## src/inc/csbf_params.svh

```systemverilog
`ifndef CSBF_PARAMS_SVH
`define CSBF_PARAMS_SVH

// ==========================================================
// Address regions of the primary data space (word addresses)
`define CSBF_RAM_BASE 24'h000000
`define CSBF_RAM_MASK 24'hFFF000
`define CSBF_FLASH_BASE 24'h004000
`define CSBF_FLASH_MASK 24'hFFF000
`define CSBF_PERIPH_BASE 24'h00F000
`define CSBF_PERIPH_MASK 24'hFFF000
`define CSBF_FIU_BASE 24'h00F400
`define CSBF_FIU_MASK 24'hFFFFC0

// ==========================================================
// Byte lane enables of the 32-bit RAM primary port
`define CSBF_BE_BYTE0 4'h1
`define CSBF_BE_BYTE1 4'h2
`define CSBF_BE_WORD 4'h3
`define CSBF_BE_LONG 4'hF

// ==========================================================
// Bus widths
`define CSBF_PRI_AW 24
`define CSBF_PROG_AW 21
`define CSBF_BYTE_MSB 23

`endif

```

## src/inc/csbf_pkg.sv

```systemverilog
package csbf_pkg;

    typedef enum logic [1:0] {
        CSBF_SZ_BYTE = 2'h0,
        CSBF_SZ_WORD = 2'h1,
        CSBF_SZ_LONG = 2'h2
    } csbf_size_e;

    typedef enum logic [2:0] {
        CSBF_TGT_NONE = 3'h0,
        CSBF_TGT_RAM = 3'h1,
        CSBF_TGT_FLASH = 3'h2,
        CSBF_TGT_PERIPH = 3'h3,
        CSBF_TGT_EXT = 3'h4
    } csbf_tgt_e;

    typedef struct packed {
        logic rd;
        logic wr;
        logic [1:0] size;
        logic [23:0] addr;
    } csbf_pri_req_s;

    typedef struct packed {
        logic rd;
        logic wr;
        logic [15:0] wdata;
        logic [23:0] addr;
    } csbf_tgt16_s;

endpackage

```

## src/rtl/csbf_fabric.sv

```systemverilog
`timescale 1ns/1ps
`include "csbf_params.svh"
// Notes on behaviour
// - Each program fetch or read returns one 16-bit word on the program read bus.
// - Program memory writes use only the low 16 bits of the core write bus.
// - Program memory is addressed by a 21-bit address; data returns on program bus.
// - Primary data reads return up to 32 bits, located by the primary address.
// - Primary 24-bit address serves byte, word, long and memory-mapped I/O.
// - Secondary word-only 24-bit address reads return on a 16-bit secondary bus.
// - RAM primary port is 32 bits; every other data port is 16 bits.
// - Peripheral bus reaches all registers at full rate, adding no wait cycles.
// - Peripheral writes take core write data; reads land on the primary read bus.
// - Byte accesses force the address top bit to zero, lower half only.
// - Flash control goes over the peripheral bus; flash data moves directly.
// - RAM serves primary and secondary reads in the same cycle.
module csbf_fabric
    import csbf_pkg::*;
#(
    parameter int PRI_AW = `CSBF_PRI_AW,
    parameter int PROG_AW = `CSBF_PROG_AW
)(
    input wire logic ref_clk,
    input wire logic srst,
    input wire logic prog_rd,
    input wire logic prog_wr,
    input wire logic [20:0] prog_addr,
    output logic [15:0] prog_rdata,
    output logic prog_rvalid,
    input wire csbf_pri_req_s pri_req,
    input wire logic [31:0] core_wdata,
    output logic [31:0] pri_rdata,
    output logic pri_rvalid,
    input wire logic sec_rd,
    input wire logic [23:0] secondary_data_addr,
    output logic [15:0] secondary_read_bus,
    output logic sec_rvalid,
    output logic pm_rd,
    output logic pm_wr,
    output logic [20:0] pm_addr,
    output logic [15:0] pm_wdata,
    input wire logic [15:0] pm_rdata,
    output logic ram_rd,
    output logic ram_wr,
    output logic [23:0] ram_addr,
    output logic [3:0] ram_be,
    output logic [31:0] ram_wdata,
    input wire logic [31:0] ram_rdata,
    output logic ram2_rd,
    output logic [23:0] ram2_addr,
    input wire logic [15:0] ram2_rdata,
    output csbf_tgt16_s flash_req,
    input wire logic [15:0] flash_rdata,
    output csbf_tgt16_s ext_req,
    input wire logic [15:0] ext_rdata,
    output csbf_tgt16_s peripheral_reg_bus,
    output logic fiu_ctl_sel,
    input wire logic [15:0] periph_rdata
);

    // ==========================================================
    // Elaboration checks
    if (PRI_AW != 24 || PROG_AW != 21) begin : g_bad_width
        $error("csbf_fabric: address widths are fixed at 24 and 21 bits");
    end

    // ==========================================================
    // Primary decode
    logic [23:0] pri_eff_addr;
    logic [23:0] pri_word_addr;
    logic pri_byte;
    logic pri_act;
    csbf_tgt_e pri_tgt;
    logic sec_in_ram;

    always_comb begin
        pri_byte = (pri_req.size == CSBF_SZ_BYTE);
        pri_act = pri_req.rd | pri_req.wr;
        pri_eff_addr = pri_req.addr;
        // Byte space lives in the lower half only
        if (pri_byte) begin
            pri_eff_addr[`CSBF_BYTE_MSB] = 1'b0;
        end
        pri_word_addr = pri_byte ? {1'b0, pri_eff_addr[23:1]} : pri_eff_addr;
        pri_tgt = CSBF_TGT_NONE;
        if (pri_act) begin
            if ((pri_word_addr & `CSBF_RAM_MASK) == `CSBF_RAM_BASE) begin
                pri_tgt = CSBF_TGT_RAM;
            end else if ((pri_word_addr & `CSBF_FLASH_MASK) == `CSBF_FLASH_BASE) begin
                pri_tgt = CSBF_TGT_FLASH;
            end else if ((pri_word_addr & `CSBF_PERIPH_MASK) == `CSBF_PERIPH_BASE) begin
                pri_tgt = CSBF_TGT_PERIPH;
            end else begin
                pri_tgt = CSBF_TGT_EXT;
            end
        end
        sec_in_ram = sec_rd && ((secondary_data_addr & `CSBF_RAM_MASK) == `CSBF_RAM_BASE);
    end

    // ==========================================================
    // Target strobes, all in the request cycle
    logic [15:0] wlane;

    always_comb begin
        // Narrow writes place the byte on both lanes so the enable picks it
        wlane = pri_byte ? {core_wdata[7:0], core_wdata[7:0]} : core_wdata[15:0];
        pm_rd = prog_rd;
        pm_wr = prog_wr;
        pm_addr = prog_addr;
        pm_wdata = core_wdata[15:0];
        ram_rd = pri_req.rd && (pri_tgt == CSBF_TGT_RAM);
        ram_wr = pri_req.wr && (pri_tgt == CSBF_TGT_RAM);
        ram_addr = pri_word_addr;
        unique case (pri_req.size)
            CSBF_SZ_BYTE: ram_be = pri_eff_addr[0] ? `CSBF_BE_BYTE1 : `CSBF_BE_BYTE0;
            CSBF_SZ_LONG: ram_be = `CSBF_BE_LONG;
            default: ram_be = `CSBF_BE_WORD;
        endcase
        ram_wdata = {core_wdata[31:16], wlane};
        ram2_rd = sec_in_ram;
        ram2_addr = secondary_data_addr;
        flash_req.rd = pri_req.rd && (pri_tgt == CSBF_TGT_FLASH);
        flash_req.wr = pri_req.wr && (pri_tgt == CSBF_TGT_FLASH);
        flash_req.addr = pri_word_addr;
        flash_req.wdata = wlane;
        ext_req.rd = pri_req.rd && (pri_tgt == CSBF_TGT_EXT);
        ext_req.wr = pri_req.wr && (pri_tgt == CSBF_TGT_EXT);
        ext_req.addr = pri_word_addr;
        ext_req.wdata = wlane;
        peripheral_reg_bus.rd = pri_req.rd && (pri_tgt == CSBF_TGT_PERIPH);
        peripheral_reg_bus.wr = pri_req.wr && (pri_tgt == CSBF_TGT_PERIPH);
        peripheral_reg_bus.addr = pri_word_addr;
        peripheral_reg_bus.wdata = wlane;
        fiu_ctl_sel = (pri_tgt == CSBF_TGT_PERIPH)
            && ((pri_word_addr & `CSBF_FIU_MASK) == `CSBF_FIU_BASE);
    end

    // ==========================================================
    // Read return path: one fixed cycle for every target, no waits
    logic [15:0] prog_rdata_reg, prog_rdata_next;
    logic prog_rvalid_reg, prog_rvalid_next;
    logic [31:0] pri_rdata_reg, pri_rdata_next;
    logic pri_rvalid_reg, pri_rvalid_next;
    logic [15:0] sec_rdata_reg, sec_rdata_next;
    logic sec_rvalid_reg, sec_rvalid_next;
    logic [15:0] tgt16;

    always_comb begin
        prog_rvalid_next = prog_rd;
        prog_rdata_next = prog_rd ? pm_rdata : prog_rdata_reg;
        unique case (pri_tgt)
            CSBF_TGT_FLASH: tgt16 = flash_rdata;
            CSBF_TGT_PERIPH: tgt16 = periph_rdata;
            CSBF_TGT_EXT: tgt16 = ext_rdata;
            default: tgt16 = 16'h0000;
        endcase
        pri_rvalid_next = pri_req.rd;
        pri_rdata_next = pri_rdata_reg;
        if (pri_req.rd) begin
            if (pri_tgt == CSBF_TGT_RAM) begin
                unique case (pri_req.size)
                    CSBF_SZ_BYTE: pri_rdata_next = {24'h000000,
                        pri_eff_addr[0] ? ram_rdata[15:8] : ram_rdata[7:0]};
                    CSBF_SZ_LONG: pri_rdata_next = ram_rdata;
                    default: pri_rdata_next = {16'h0000, ram_rdata[15:0]};
                endcase
            end else if (pri_byte) begin
                pri_rdata_next = {24'h000000, pri_eff_addr[0] ? tgt16[15:8] : tgt16[7:0]};
            end else begin
                pri_rdata_next = {16'h0000, tgt16};
            end
        end
        sec_rvalid_next = sec_rd;
        sec_rdata_next = sec_rdata_reg;
        if (sec_rd) begin
            // Only the RAM has a second read port; elsewhere reads as zero
            sec_rdata_next = sec_in_ram ? ram2_rdata : 16'h0000;
        end
    end

    always_ff @(posedge ref_clk) begin
        if (srst) begin
            prog_rdata_reg <= 16'h0000;
            prog_rvalid_reg <= 1'b0;
            pri_rdata_reg <= 32'h00000000;
            pri_rvalid_reg <= 1'b0;
            sec_rdata_reg <= 16'h0000;
            sec_rvalid_reg <= 1'b0;
        end else begin
            prog_rdata_reg <= prog_rdata_next;
            prog_rvalid_reg <= prog_rvalid_next;
            pri_rdata_reg <= pri_rdata_next;
            pri_rvalid_reg <= pri_rvalid_next;
            sec_rdata_reg <= sec_rdata_next;
            sec_rvalid_reg <= sec_rvalid_next;
        end
    end

    assign prog_rdata = prog_rdata_reg;
    assign prog_rvalid = prog_rvalid_reg;
    assign pri_rdata = pri_rdata_reg;
    assign pri_rvalid = pri_rvalid_reg;
    assign secondary_read_bus = sec_rdata_reg;
    assign sec_rvalid = sec_rvalid_reg;
endmodule

```

## config.mk

```make
export PLATFORM = sky130hd
export DESIGN_NAME = csbf_fabric
export DESIGN_NICKNAME = d
export VERILOG_FILES = /design/src/inc/csbf_pkg.sv /design/src/rtl/csbf_fabric.sv
export VERILOG_INCLUDE_DIRS = /design/src /design/src/inc
export SDC_FILE = /design/constraint.sdc
export NUM_CORES = 1
export LEC_CHECK = 0
export BUFFER_PORTS_ARGS = -buffer_cell sky130_fd_sc_hd__buf_4
export CORE_AREA = 10 10 201 203
export DETAILED_ROUTE_END_ITERATION = 16
export DIE_AREA = 0 0 211 213
export RECOVER_POWER = 100
export SLEW_MARGIN = 20
export SYNTH_ARGS = -nofsm -noshare
export SYNTH_HDL_FRONTEND = slang
export SYNTH_SLANG_ARGS = --single-unit
```

## constraint.sdc

```tcl
create_clock -name ref_clk -period 2.6 [get_ports ref_clk]
set_clock_uncertainty 0.05 [all_clocks]
set_input_delay 0.52 -clock ref_clk [delete_from_list [all_inputs] [get_ports ref_clk]]
set_output_delay 0.52 -clock ref_clk [all_outputs]
set_load 0.005 [all_outputs]
```

==> flow_metrics.py, run 1 <==
metrics = {
    "global_route": {
        "antenna_found_initial": 4,
        "grt_overflow": 0,
        "grt_max_degree": 44,
        "track_usage_pct": 11.6,
        "grt_pass1_vias": 5893,
        "grt_pass1_wl_mm": 38.5,
    },
    "setup_path": {
        "crit_path_cell_trace": "buf_12 > or3b_4 > a2111o_1 > nor2_4 > and4b_1 > buf_4",
        "path_max_fanout": 6,
        "cpLargestDelayFamily": "simple AND/OR/NAND/NOR gates",
        "rrSetupSlack_ns": 1.33,
        "start_kind": "input port",
        "critical-path-max-stage-delay_ns": 0.49,
        "crit_path_top_delay_cell": "a2111o_1",
        "worst-path-buf-inv": 2,
        "worstPathArrival_ns": 1.96,
        "cp-end-kind": "output port",
        "worstSetupPathType": "input port to output port",
        "required_ns": 2.03,
    },
    "cells_and_area": {
        "register_area_sq_um": 1340,
        "layout_common_cells": "buf_4 (331), clkbuf_4 (78), clkbuf_1 (71), dfxtp_1 (67), nor2_1 (59)",
        "final_common_cell": "buf_4",
        "final.fill_count": 4061,
        "multi_input_area_sq_um": 2130,
        "areaGrowthSynthToFinish_pct": 50.4,
        "nNetsFinal": 1117,
        "drive_gt1_share_pct": 51.7,
        "largest_reg_flops": 32,
    },
    "timing": {
        "finalSetupViolCount": 0,
        "timing.final.hold_violations": 0,
        "worst_pin_slew_ns": 1.19,
        "slew_violations": 0,
        "holdWs_ns": 0.347,
        "period_needed_ns": 2.53,
        "timing.final.ws_setup_ns": 0.0674,
        "relSlewSlack_pct": 21.0,
        "period_share_pct": 97.4,
        "max_freq_ghz": 0.395,
    },
    "power_and_ir_drop": {
        "p_leak_uw": 0.00350,
        "ir_drop_mv": 0.287,
        "powerDensity_nw_per_um2": 422,
    },
    "detailed_routing": {
        "num_vias": 5453,
        "dr.pass1.iters": 7,
        "drt_iter0_markers": 321,
        "wire_per_inst_um": 20.3,
        "postRouteAntennaNets": 0,
        "wirelength_mm": 27.8,
        "viasPerCell": 3.98,
        "drc": 0,
    },
    "clock_tree": {
        "cts_buffers": 9,
        "cts_max_level": 3,
        "ctsLongestPathBuffers": 2,
        "cts_hold_buffers": 0,
        "cts.clk_slew.worst_paths_ns": 0.06,
        "clkLatencyLatePin_ns": 0.36,
        "clock_sinks": 67,
        "cts_root_buf": "clkbuf_16",
        "cts_tree": "done",
    },
    "synth": {
        "ys_async_sr_fraction_pct": 0,
        "synth.avg_cell_area_sq_um": 8.10,
        "syn_inst": 641,
        "synth-edff-count": 0,
        "ys_types": 51,
        "ys.flop_type": "dfxtp_1",
        "ys_seq_area_share_pct": 25.8,
        "syn-cell-area_sq_um": 5190,
        "synth_nets": 863,
        "ys_ff_latch": 67,
        "ys.warnings.count": 0,
    },
    "place": {
        "io_buffer_count": 441,
        "pre_cts_slack_ns": -0.0358,
        "place_congestion": 0.830,
        "dpl.hpwl_mm": 24.0,
    },
    "floorplanning": {
        "start_util_pct": 14.3,
        "die_h_um": 213,
        "die_w_um": 211,
        "io_pins": 542,
        "die-area_sq_um": 44900,
        "rows": 70,
        "fp.coreArea_sq_um": 36300,
    },
    "hold_path": {
        "worstHoldPathType": "input port to register",
    },
    "flow_run": {
        "drv_cap": 0,
    },
    "run_status": {
        "status": "finished, final reports clean",
    },
}
[layout make-up]
type | instances | area share [%]
diodes | 2 | 0.0641
multi-input cells | 326 | 27.3
flip-flops and latches | 67 | 17.2
clock inverters | 7 | 1.04
well taps | 468 | 7.50
repair buffers | 485 | 43.7
clock buffers | 9 | 2.89
inverters | 6 | 0.289
[Yosys cell counts (6+ instances only)]
cell type	count	area [sq um]
a21oi_1	34	170
a221o_1	7	70.1
a22oi_1	27	203
and2_1	8	50.1
buf_4	210	1580
clkbuf_1	25	93.8
dfxtp_1	67	1340
inv_1	6	22.5
mux2_2	27	304
mux2i_1	16	160
nand2_1	27	101
nand3_1	11	55.1
nor2_1	59	221
nor2b_1	19	119
o21ai_0	20	100
o21ai_1	7	35.0
[power by group]
part / internal (uW) / switching, uW / total, uW
Clock: 758 / 539 / 1300
Combinational: 515 / 406 / 921
Sequential: 1060 / 17.1 / 1070
[layer usage]
metal  wire, um  vias up  part of all wire (%)  track usage (%)
met3       2770       35                    10             5.04
li1           -     2524                     -                -
met2      13400      336                    48             20.0
met5          0        -                     0                0
met1      11000     2558                    40             12.5
met4        544        0                   2.0             4.07
[cell families (layout without fill, tap and decap cells)]
family,count (synthesis),count (layout),share of synthesized area [%]
flip-flops,67,67,25.8
multiplexers,43,43,8.94
other,0,2,0
AO/OA/AOI/OAI,129,129,16.6
buffers and inverters,248,507,33.5
AND/OR/NAND/NOR,154,154,15.1
[worst paths after layout]
| path | from | to | cells after the start |
|---|---|---|---|
| hold reg to reg | pri_rdata[14] | pri_rdata[14] | 2 |
| setup reg to reg | pri_rdata[0] | pri_rdata[0] | 5 |
| hold / removal | ram2_rdata[0] | secondary_read_bus[0] | 3 |
| setup / recovery | pri_req[24] | fiu_ctl_sel | 6 |
[per-stage QoR]
step	cell area (sq um)	instances	total power, uW	util [%]	setup TNS, ns
floorplan	5190	641	1620	-	0
global placement	7700	1347	2070	21.2	-0.0269
detailed placement	7700	1347	2070	21.2	-0.0358
CTS	8000	1363	3410	22.1	0
global route	7800	1368	3480	21.5	-0.00479
finish	7810	1370	3290	21.5	0
[worst reg2reg max path: stages, from the launching register on]
cell	delay [ns]
dfxtp_1	0.38
a21oi_1	0.09
nor2_1	0.14
o311ai_0	0.20
o211a_1	0.28
o221ai_1	0.06
[repair_timing]
item / 4_1_cts / 5_1_grt
setup buffers: 0 / 5
gates resized for setup: 0 / 7
setup endpoints to repair: 0 / 3
hold endpoints to repair: 0 / 0
Note: power is estimated with default switching activity, not from simulation.
==> inputs of run 2 (changes only) <==
--- a/config.mk
+++ b/config.mk
@@ -7,9 +7,9 @@
 export NUM_CORES = 1
 export LEC_CHECK = 0
 export BUFFER_PORTS_ARGS = -buffer_cell sky130_fd_sc_hd__buf_4
-export CORE_AREA = 10 10 201 203
+export CORE_AREA = 10 10 204 206
 export DETAILED_ROUTE_END_ITERATION = 16
-export DIE_AREA = 0 0 211 213
+export DIE_AREA = 0 0 214 216
 export RECOVER_POWER = 100
 export SLEW_MARGIN = 20
 export SYNTH_ARGS = -nofsm -noshare
==> constraint.sdc (replaced) <==
create_clock -name ref_clk -period 2.7 [get_ports ref_clk]
set_clock_uncertainty 0.05 [all_clocks]
set_input_delay 0.54 -clock ref_clk [delete_from_list [all_inputs] [get_ports ref_clk]]
set_output_delay 0.54 -clock ref_clk [all_outputs]
set_load 0.005 [all_outputs]
==> flow_metrics.py, run 2 (same netlist as run 1, synthesis figures left out) <==
metrics = {
    "run_status": {
        "status": "finished, final reports clean",
    },
    "global_route": {
        "use_met3_pct": 3.86,
        "grt_overflow": 0,
        "grt_max_degree": 49,
        "use_met2_pct": 19.7,
        "grt_busiest_layer": "met2",
        "antenna_found_initial": 1,
        "grt_pass1_wl_mm": 39.3,
        "track_usage_pct": 11.4,
        "use_met1_pct": 12.8,
        "grt_pass1_vias": 5877,
    },
    "timing": {
        "finalSetupTns_ns": 0,
        "worst_pin_slew_ns": 1.22,
        "rsz0062_at_grt": "false",
        "max_freq_ghz": 0.377,
        "period_share_pct": 98.1,
        "timing.final.hold_violations": 0,
        "slew_violations": 0,
        "period_needed_ns": 2.65,
        "finalSetupViolCount": 0,
        "relSlewSlack_pct": 18.5,
    },
    "cells_and_area": {
        "drive_gt1_share_pct": 46.7,
        "areaGrowthSynthToFinish_pct": 48.4,
        "final_core_util_pct": 20.6,
        "final_common_cell": "buf_4",
        "nNetsFinal": 1114,
        "layout_common_cells": "buf_4 (242), clkbuf_4 (139), clkbuf_1 (94), dfxtp_1 (67), nor2_1 (59)",
        "largest_reg_flops": 32,
        "design_area_sq_um": 7700,
        "final.fill_count": 4203,
    },
    "detailed_routing": {
        "wirelength_mm": 28.1,
        "postRouteAntennaNets": 0,
        "wire_per_inst_um": 20.0,
        "drt_iter0_markers": 371,
        "num_vias": 5424,
        "drc": 0,
        "dr.pass1.iters": 6,
        "viasPerCell": 3.85,
    },
    "clock_tree": {
        "clkLatencyLatePin_ns": 0.33,
        "ctsLongestPathBuffers": 2,
        "clock_sinks": 67,
        "cts_tree": "done",
        "cts_hold_buffers": 0,
        "cts_root_buf": "clkbuf_16",
        "cts.clk_slew.worst_paths_ns": 0.06,
        "cts_buffers": 9,
        "cts_max_level": 3,
    },
    "power_and_ir_drop": {
        "p_leak_uw": 0.00337,
        "ir_drop_mv": 0.250,
        "powerDensity_nw_per_um2": 404,
    },
    "place": {
        "place_congestion": 0.826,
        "io_buffer_count": 441,
        "dpl.hpwl_mm": 24.5,
        "place_area_sq_um": 7750,
    },
    "flow_run": {
        "drv_cap": 0,
    },
    "setup_path": {
        "required_ns": 2.11,
        "critical-path-max-stage-delay_ns": 0.45,
        "worst-path-buf-inv": 2,
        "crit_path_top_delay_cell": "a2111o_1",
        "worstPathArrival_ns": 2.06,
        "cp_common_cell": "buf_4",
        "cp-end-kind": "output port",
        "cpLargestDelayFamily": "simple AND/OR/NAND/NOR gates",
        "worstSetupPathType": "input port to output port",
        "start_kind": "input port",
        "crit_path_cell_trace": "buf_4 > or3b_4 > a2111o_1 > nor2_4 > and2_0 > buf_4",
        "path_max_fanout": 10,
    },
    "floorplanning": {
        "die_h_um": 216,
        "die_w_um": 214,
        "rows": 71,
        "io_pins": 542,
        "die-area_sq_um": 46200,
        "fp.coreArea_sq_um": 37400,
        "start_util_pct": 13.9,
    },
    "hold_path": {
        "worstHoldPathType": "input port to register",
    },
}
## run 2: changes by cell type in the layout (fill, tap and decap cells not counted), sizes merged
cell | before | now
diode | 2 | 1
clkbuf | 159 | 248
buf | 335 | 243
## run 2: power by group
part / switching, uW / internal, uW / leakage, uW
logic: 392 / 451 / 0.00268
clock network: 507 / 730 / 0.000147
registers: 17.8 / 1020 / 0.000546
## run 2: worst paths after layout
path	depth (start not counted)	start	slack (ns)	end
hold reg to reg	2	pri_rdata[9]	0.41	pri_rdata[9]
hold / removal	3	ram2_rdata[4]	0.38	secondary_read_bus[4]
setup / recovery	6	pri_req[24]	0.05	peripheral_reg_bus[40]
setup reg to reg	5	pri_rdata[0]	1.36	pri_rdata[0]
## run 2: tightest hold or removal path: cells and delay by family
kind	cells	cell delay (ns)
and+or+nand+nor	1	0.07
buffers and inverters	1	0.08
AOI/OAI and AO/OA	1	0.05
## run 2: final cells by class
type                            instances  area, sq um  area share (%)
Sequential cell                        67         1340            17.4
Antenna cell                            1         2.50          0.0325
Inverter                                6         22.5           0.292
Clock inverter                          7         81.3            1.06
Multi-Input combinational cell        326         2130            27.6
Tap cell                              511          639            8.30
Clock buffer                            9          225            2.92
Timing Repair Buffer                  482         3260            42.4
## run 2: timing repair
| item | in CTS | in global routing |
|---|---|---|
| gates resized for setup | 2 | 3 |
| setup buffers | 1 | 1 |
| setup endpoints to repair | 3 | 3 |
| pin swaps | 1 | 3 |
## run 2: per-layer routing
metal,routed length [um],vias to the layer above
met5,0,-
met4,816,0
met3,2150,47
met2,13700,336
met1,11500,2529
li1,-,2512
## run 2: metrics by stage
step	hold slack (ns)	total power, uW	cells	worst slack [ns]
after floorplan	0.396	1560	641	0.0352
after global placement	0.389	1990	1390	-0.0820
after detailed placement	0.395	1990	1390	-0.0566
after CTS	0.352	3280	1407	0.0257
after global routing	0.369	3280	1408	0.00558
final	0.378	3120	1409	0.0502
==> inputs of run 3 (changes only) <==
--- a/config.mk
+++ b/config.mk
@@ -6,6 +6,7 @@
 export SDC_FILE = /design/constraint.sdc
 export NUM_CORES = 1
 export LEC_CHECK = 0
+export ABC_AREA = 1
 export BUFFER_PORTS_ARGS = -buffer_cell sky130_fd_sc_hd__buf_4
 export CORE_AREA = 10 10 204 206
 export DETAILED_ROUTE_END_ITERATION = 16
==> flow_metrics.py, run 3 <==
metrics = {
    "detailed_routing": {
        "wire_per_inst_um": 19.8,
        "drt_iter0_markers": 262,
        "num_vias": 5936,
        "drc": 0,
        "wirelength_mm": 31.7,
        "dr.pass1.iters": 6,
        "viasPerCell": 3.71,
        "postRouteAntennaNets": 0,
    },
    "synth": {
        "synth_top_area_share_pct": 29.6,
        "synthTopCellsByCount": "nand2_1 (252), buf_4 (210), a21oi_1 (73)",
        "yosysMostFrequentCell": "nand2_1",
        "ys_async_sr_fraction_pct": 0,
        "synth.avg_cell_area_sq_um": 6.55,
        "ys.warnings.count": 0,
        "ys.flop_type": "dfxtp_1",
        "yosysTopAreaCell": "buf_4",
        "ys_top_cells_by_area": "buf_4 (30%), dfxtp_1 (25%), nand2_1 (18%)",
        "syn-cell-area_sq_um": 5330,
        "ys_ff_latch": 67,
        "ys_seq_area_share_pct": 25.2,
        "ys_types": 30,
        "synth-edff-count": 0,
        "syn_inst": 813,
        "synth_nets": 1035,
    },
    "run_status": {
        "status": "finished, final reports clean",
    },
    "clock_tree": {
        "clock_sinks": 67,
        "cts_root_buf": "clkbuf_16",
        "cts.clk_slew.worst_paths_ns": 0.06,
        "cts_buffers": 9,
        "clkLatencyLatePin_ns": 0.34,
        "cts_max_level": 3,
        "ctsLongestPathBuffers": 2,
        "cts_hold_buffers": 0,
        "cts_tree": "done",
    },
    "power_and_ir_drop": {
        "powerDensity_nw_per_um2": 406,
        "p_leak_uw": 0.00384,
        "power_uw": 3320,
        "ir_drop_mv": 0.383,
    },
    "timing": {
        "rsz0062_at_grt": "true",
        "timing.final.hold_violations": 0,
        "slew_violations": 0,
        "finalSetupViolCount": 0,
        "relSlewSlack_pct": 1.15,
        "holdWs_ns": 0.403,
        "worst_pin_slew_ns": 1.48,
        "period_share_pct": 97.9,
        "max_freq_ghz": 0.378,
        "period_needed_ns": 2.64,
    },
    "global_route": {
        "track_usage_pct": 12.7,
        "grt_pass1_wl_mm": 43.2,
        "antenna_found_initial": 5,
        "grt_overflow": 0,
        "grt_pass1_vias": 5775,
        "grt_max_degree": 68,
    },
    "cells_and_area": {
        "fin_cells": 1598,
        "drive_gt1_share_pct": 44.0,
        "areaGrowthSynthToFinish_pct": 53.4,
        "largest_reg_flops": 32,
        "final.fill_count": 4220,
        "nNetsFinal": 1301,
        "final_common_cell": "buf_4",
        "layout_common_cells": "buf_4 (319), nand2_1 (243), clkbuf_4 (83), clkbuf_1 (79), a21oi_1 (72)",
    },
    "setup_path": {
        "cp-end-kind": "output port",
        "required_ns": 2.11,
        "path_max_fanout": 8,
        "critical-path-max-stage-delay_ns": 0.22,
        "worstPathArrival_ns": 2.05,
        "crit_path_cell_trace": "buf_8 > nor2_4 > buf_6 > nand2_2 > nand2_2 > nand2_2 > nor2_4 > buf_6 > nand3_4 > nand2_4 > nor2_4 > nand3_4 > nor2_1 > buf_4",
        "worstSetupPathType": "input port to output port",
        "start_kind": "input port",
        "crit_path_top_delay_cell": "nor2_4",
    },
    "hold_path": {
        "worstHoldPathType": "input port to register",
    },
    "floorplanning": {
        "die_w_um": 214,
        "io_pins": 542,
        "rows": 71,
        "die_h_um": 216,
        "start_util_pct": 14.2,
        "die-area_sq_um": 46200,
        "fp.coreArea_sq_um": 37400,
    },
    "place": {
        "place_congestion": 0.853,
        "dpl.hpwl_mm": 27.8,
        "io_buffer_count": 441,
        "dp.cells": 1570,
    },
    "flow_run": {
        "drv_cap": 0,
    },
}
[run 3: cell types whose count changed after synthesis, moves of 9 or more]
cell     previous run  this run
nor2b_1            19         0
a22oi_1            27         0
mux2i_1            16         0
inv_1               6        31
nand4_1             1        10
nand2_1            27       252
mux2_2             27         0
a21oi_1            34        73
nor2_1             59        32
nand3_1            11        51
[run 3: critical path: cells and delay by family]
kind	cells	cell delay [ns]
buf+inv	4	0.53
simple gates	10	0.98
[run 3: metrics by stage]
stage | cell area, sq um | TNS (ns) | setup WS, ns | utilization, %
final | 8170 | 0 | 0.0567 | 21.9
after global routing | 8170 | -0.231 | -0.0723 | 21.9
after CTS | 8350 | 0 | 0.00201 | 22.3
after detailed placement | 7940 | -1.54 | -0.179 | 21.2
after global placement | 7940 | -0.937 | -0.169 | 21.2
after floorplan | 5330 | 0 | 0.121 | -
[run 3: final cells by class]
| type | count | area [sq um] | share of cell area [%] |
|---|---|---|---|
| flip-flops and latches | 67 | 1340 | 16.4 |
| clock buffers | 12 | 256 | 3.14 |
| well taps | 511 | 639 | 7.82 |
| multi-input cells | 466 | 2210 | 27.1 |
| repair buffers | 495 | 3490 | 42.7 |
| inverters | 40 | 155 | 1.90 |
| diodes | 3 | 7.51 | 0.0919 |
| clock inverters | 4 | 72.6 | 0.888 |
[run 3: logic make-up (layout without fill, tap and decap cells)]
| logic type | count (synthesis) | in the layout | share of synthesized area (%) |
|---|---|---|---|
| AND/OR/NAND/NOR | 366 | 366 | 30.1 |
| flip-flops | 67 | 67 | 25.2 |
| AO/OA/AOI/OAI | 100 | 100 | 9.58 |
| other | 0 | 3 | 0 |
| buffers and inverters | 280 | 551 | 35.2 |
[run 3: routing by layer]
metal | part of all wire (%) | GRT usage, % | routed length, um | vias up
li1 | - | - | - | 2901
met1 | 44 | 16.0 | 14000 | 2771
met5 | 0 | 0 | 0 | -
met4 | 1.0 | 3.09 | 323 | 0
met2 | 48 | 20.5 | 15200 | 237
met3 | 6.9 | 4.17 | 2170 | 27
[run 3: path summary, 6_finish.rpt]
path | cells past startpoint | slack [ns] | end | from
worst max-delay path | 14 | 0.06 | flash_req[41] | pri_req[25]
worst max register to register | 2 | 1.98 | pri_rdata[2] | pri_rdata[2]
worst min-delay path | 3 | 0.40 | prog_rdata[15] | pm_rdata[15]
worst min register to register | 2 | 0.41 | prog_rdata[10] | prog_rdata[10]
[run 3: repair_timing]
action	CTS	global route
cloned	1	0
buffers inserted	4	4
endpoints found under the setup margin	7	13
pin swaps	3	15
resized for setup	10	32
[run 3: power by group]
| group | internal (uW) | switching (uW) | leakage [uW] |
|---|---|---|---|
| combinational | 498 | 487 | 0.00313 |
| clock | 857 | 444 | 0.000159 |
| sequential | 1020 | 13.9 | 0.000545 |
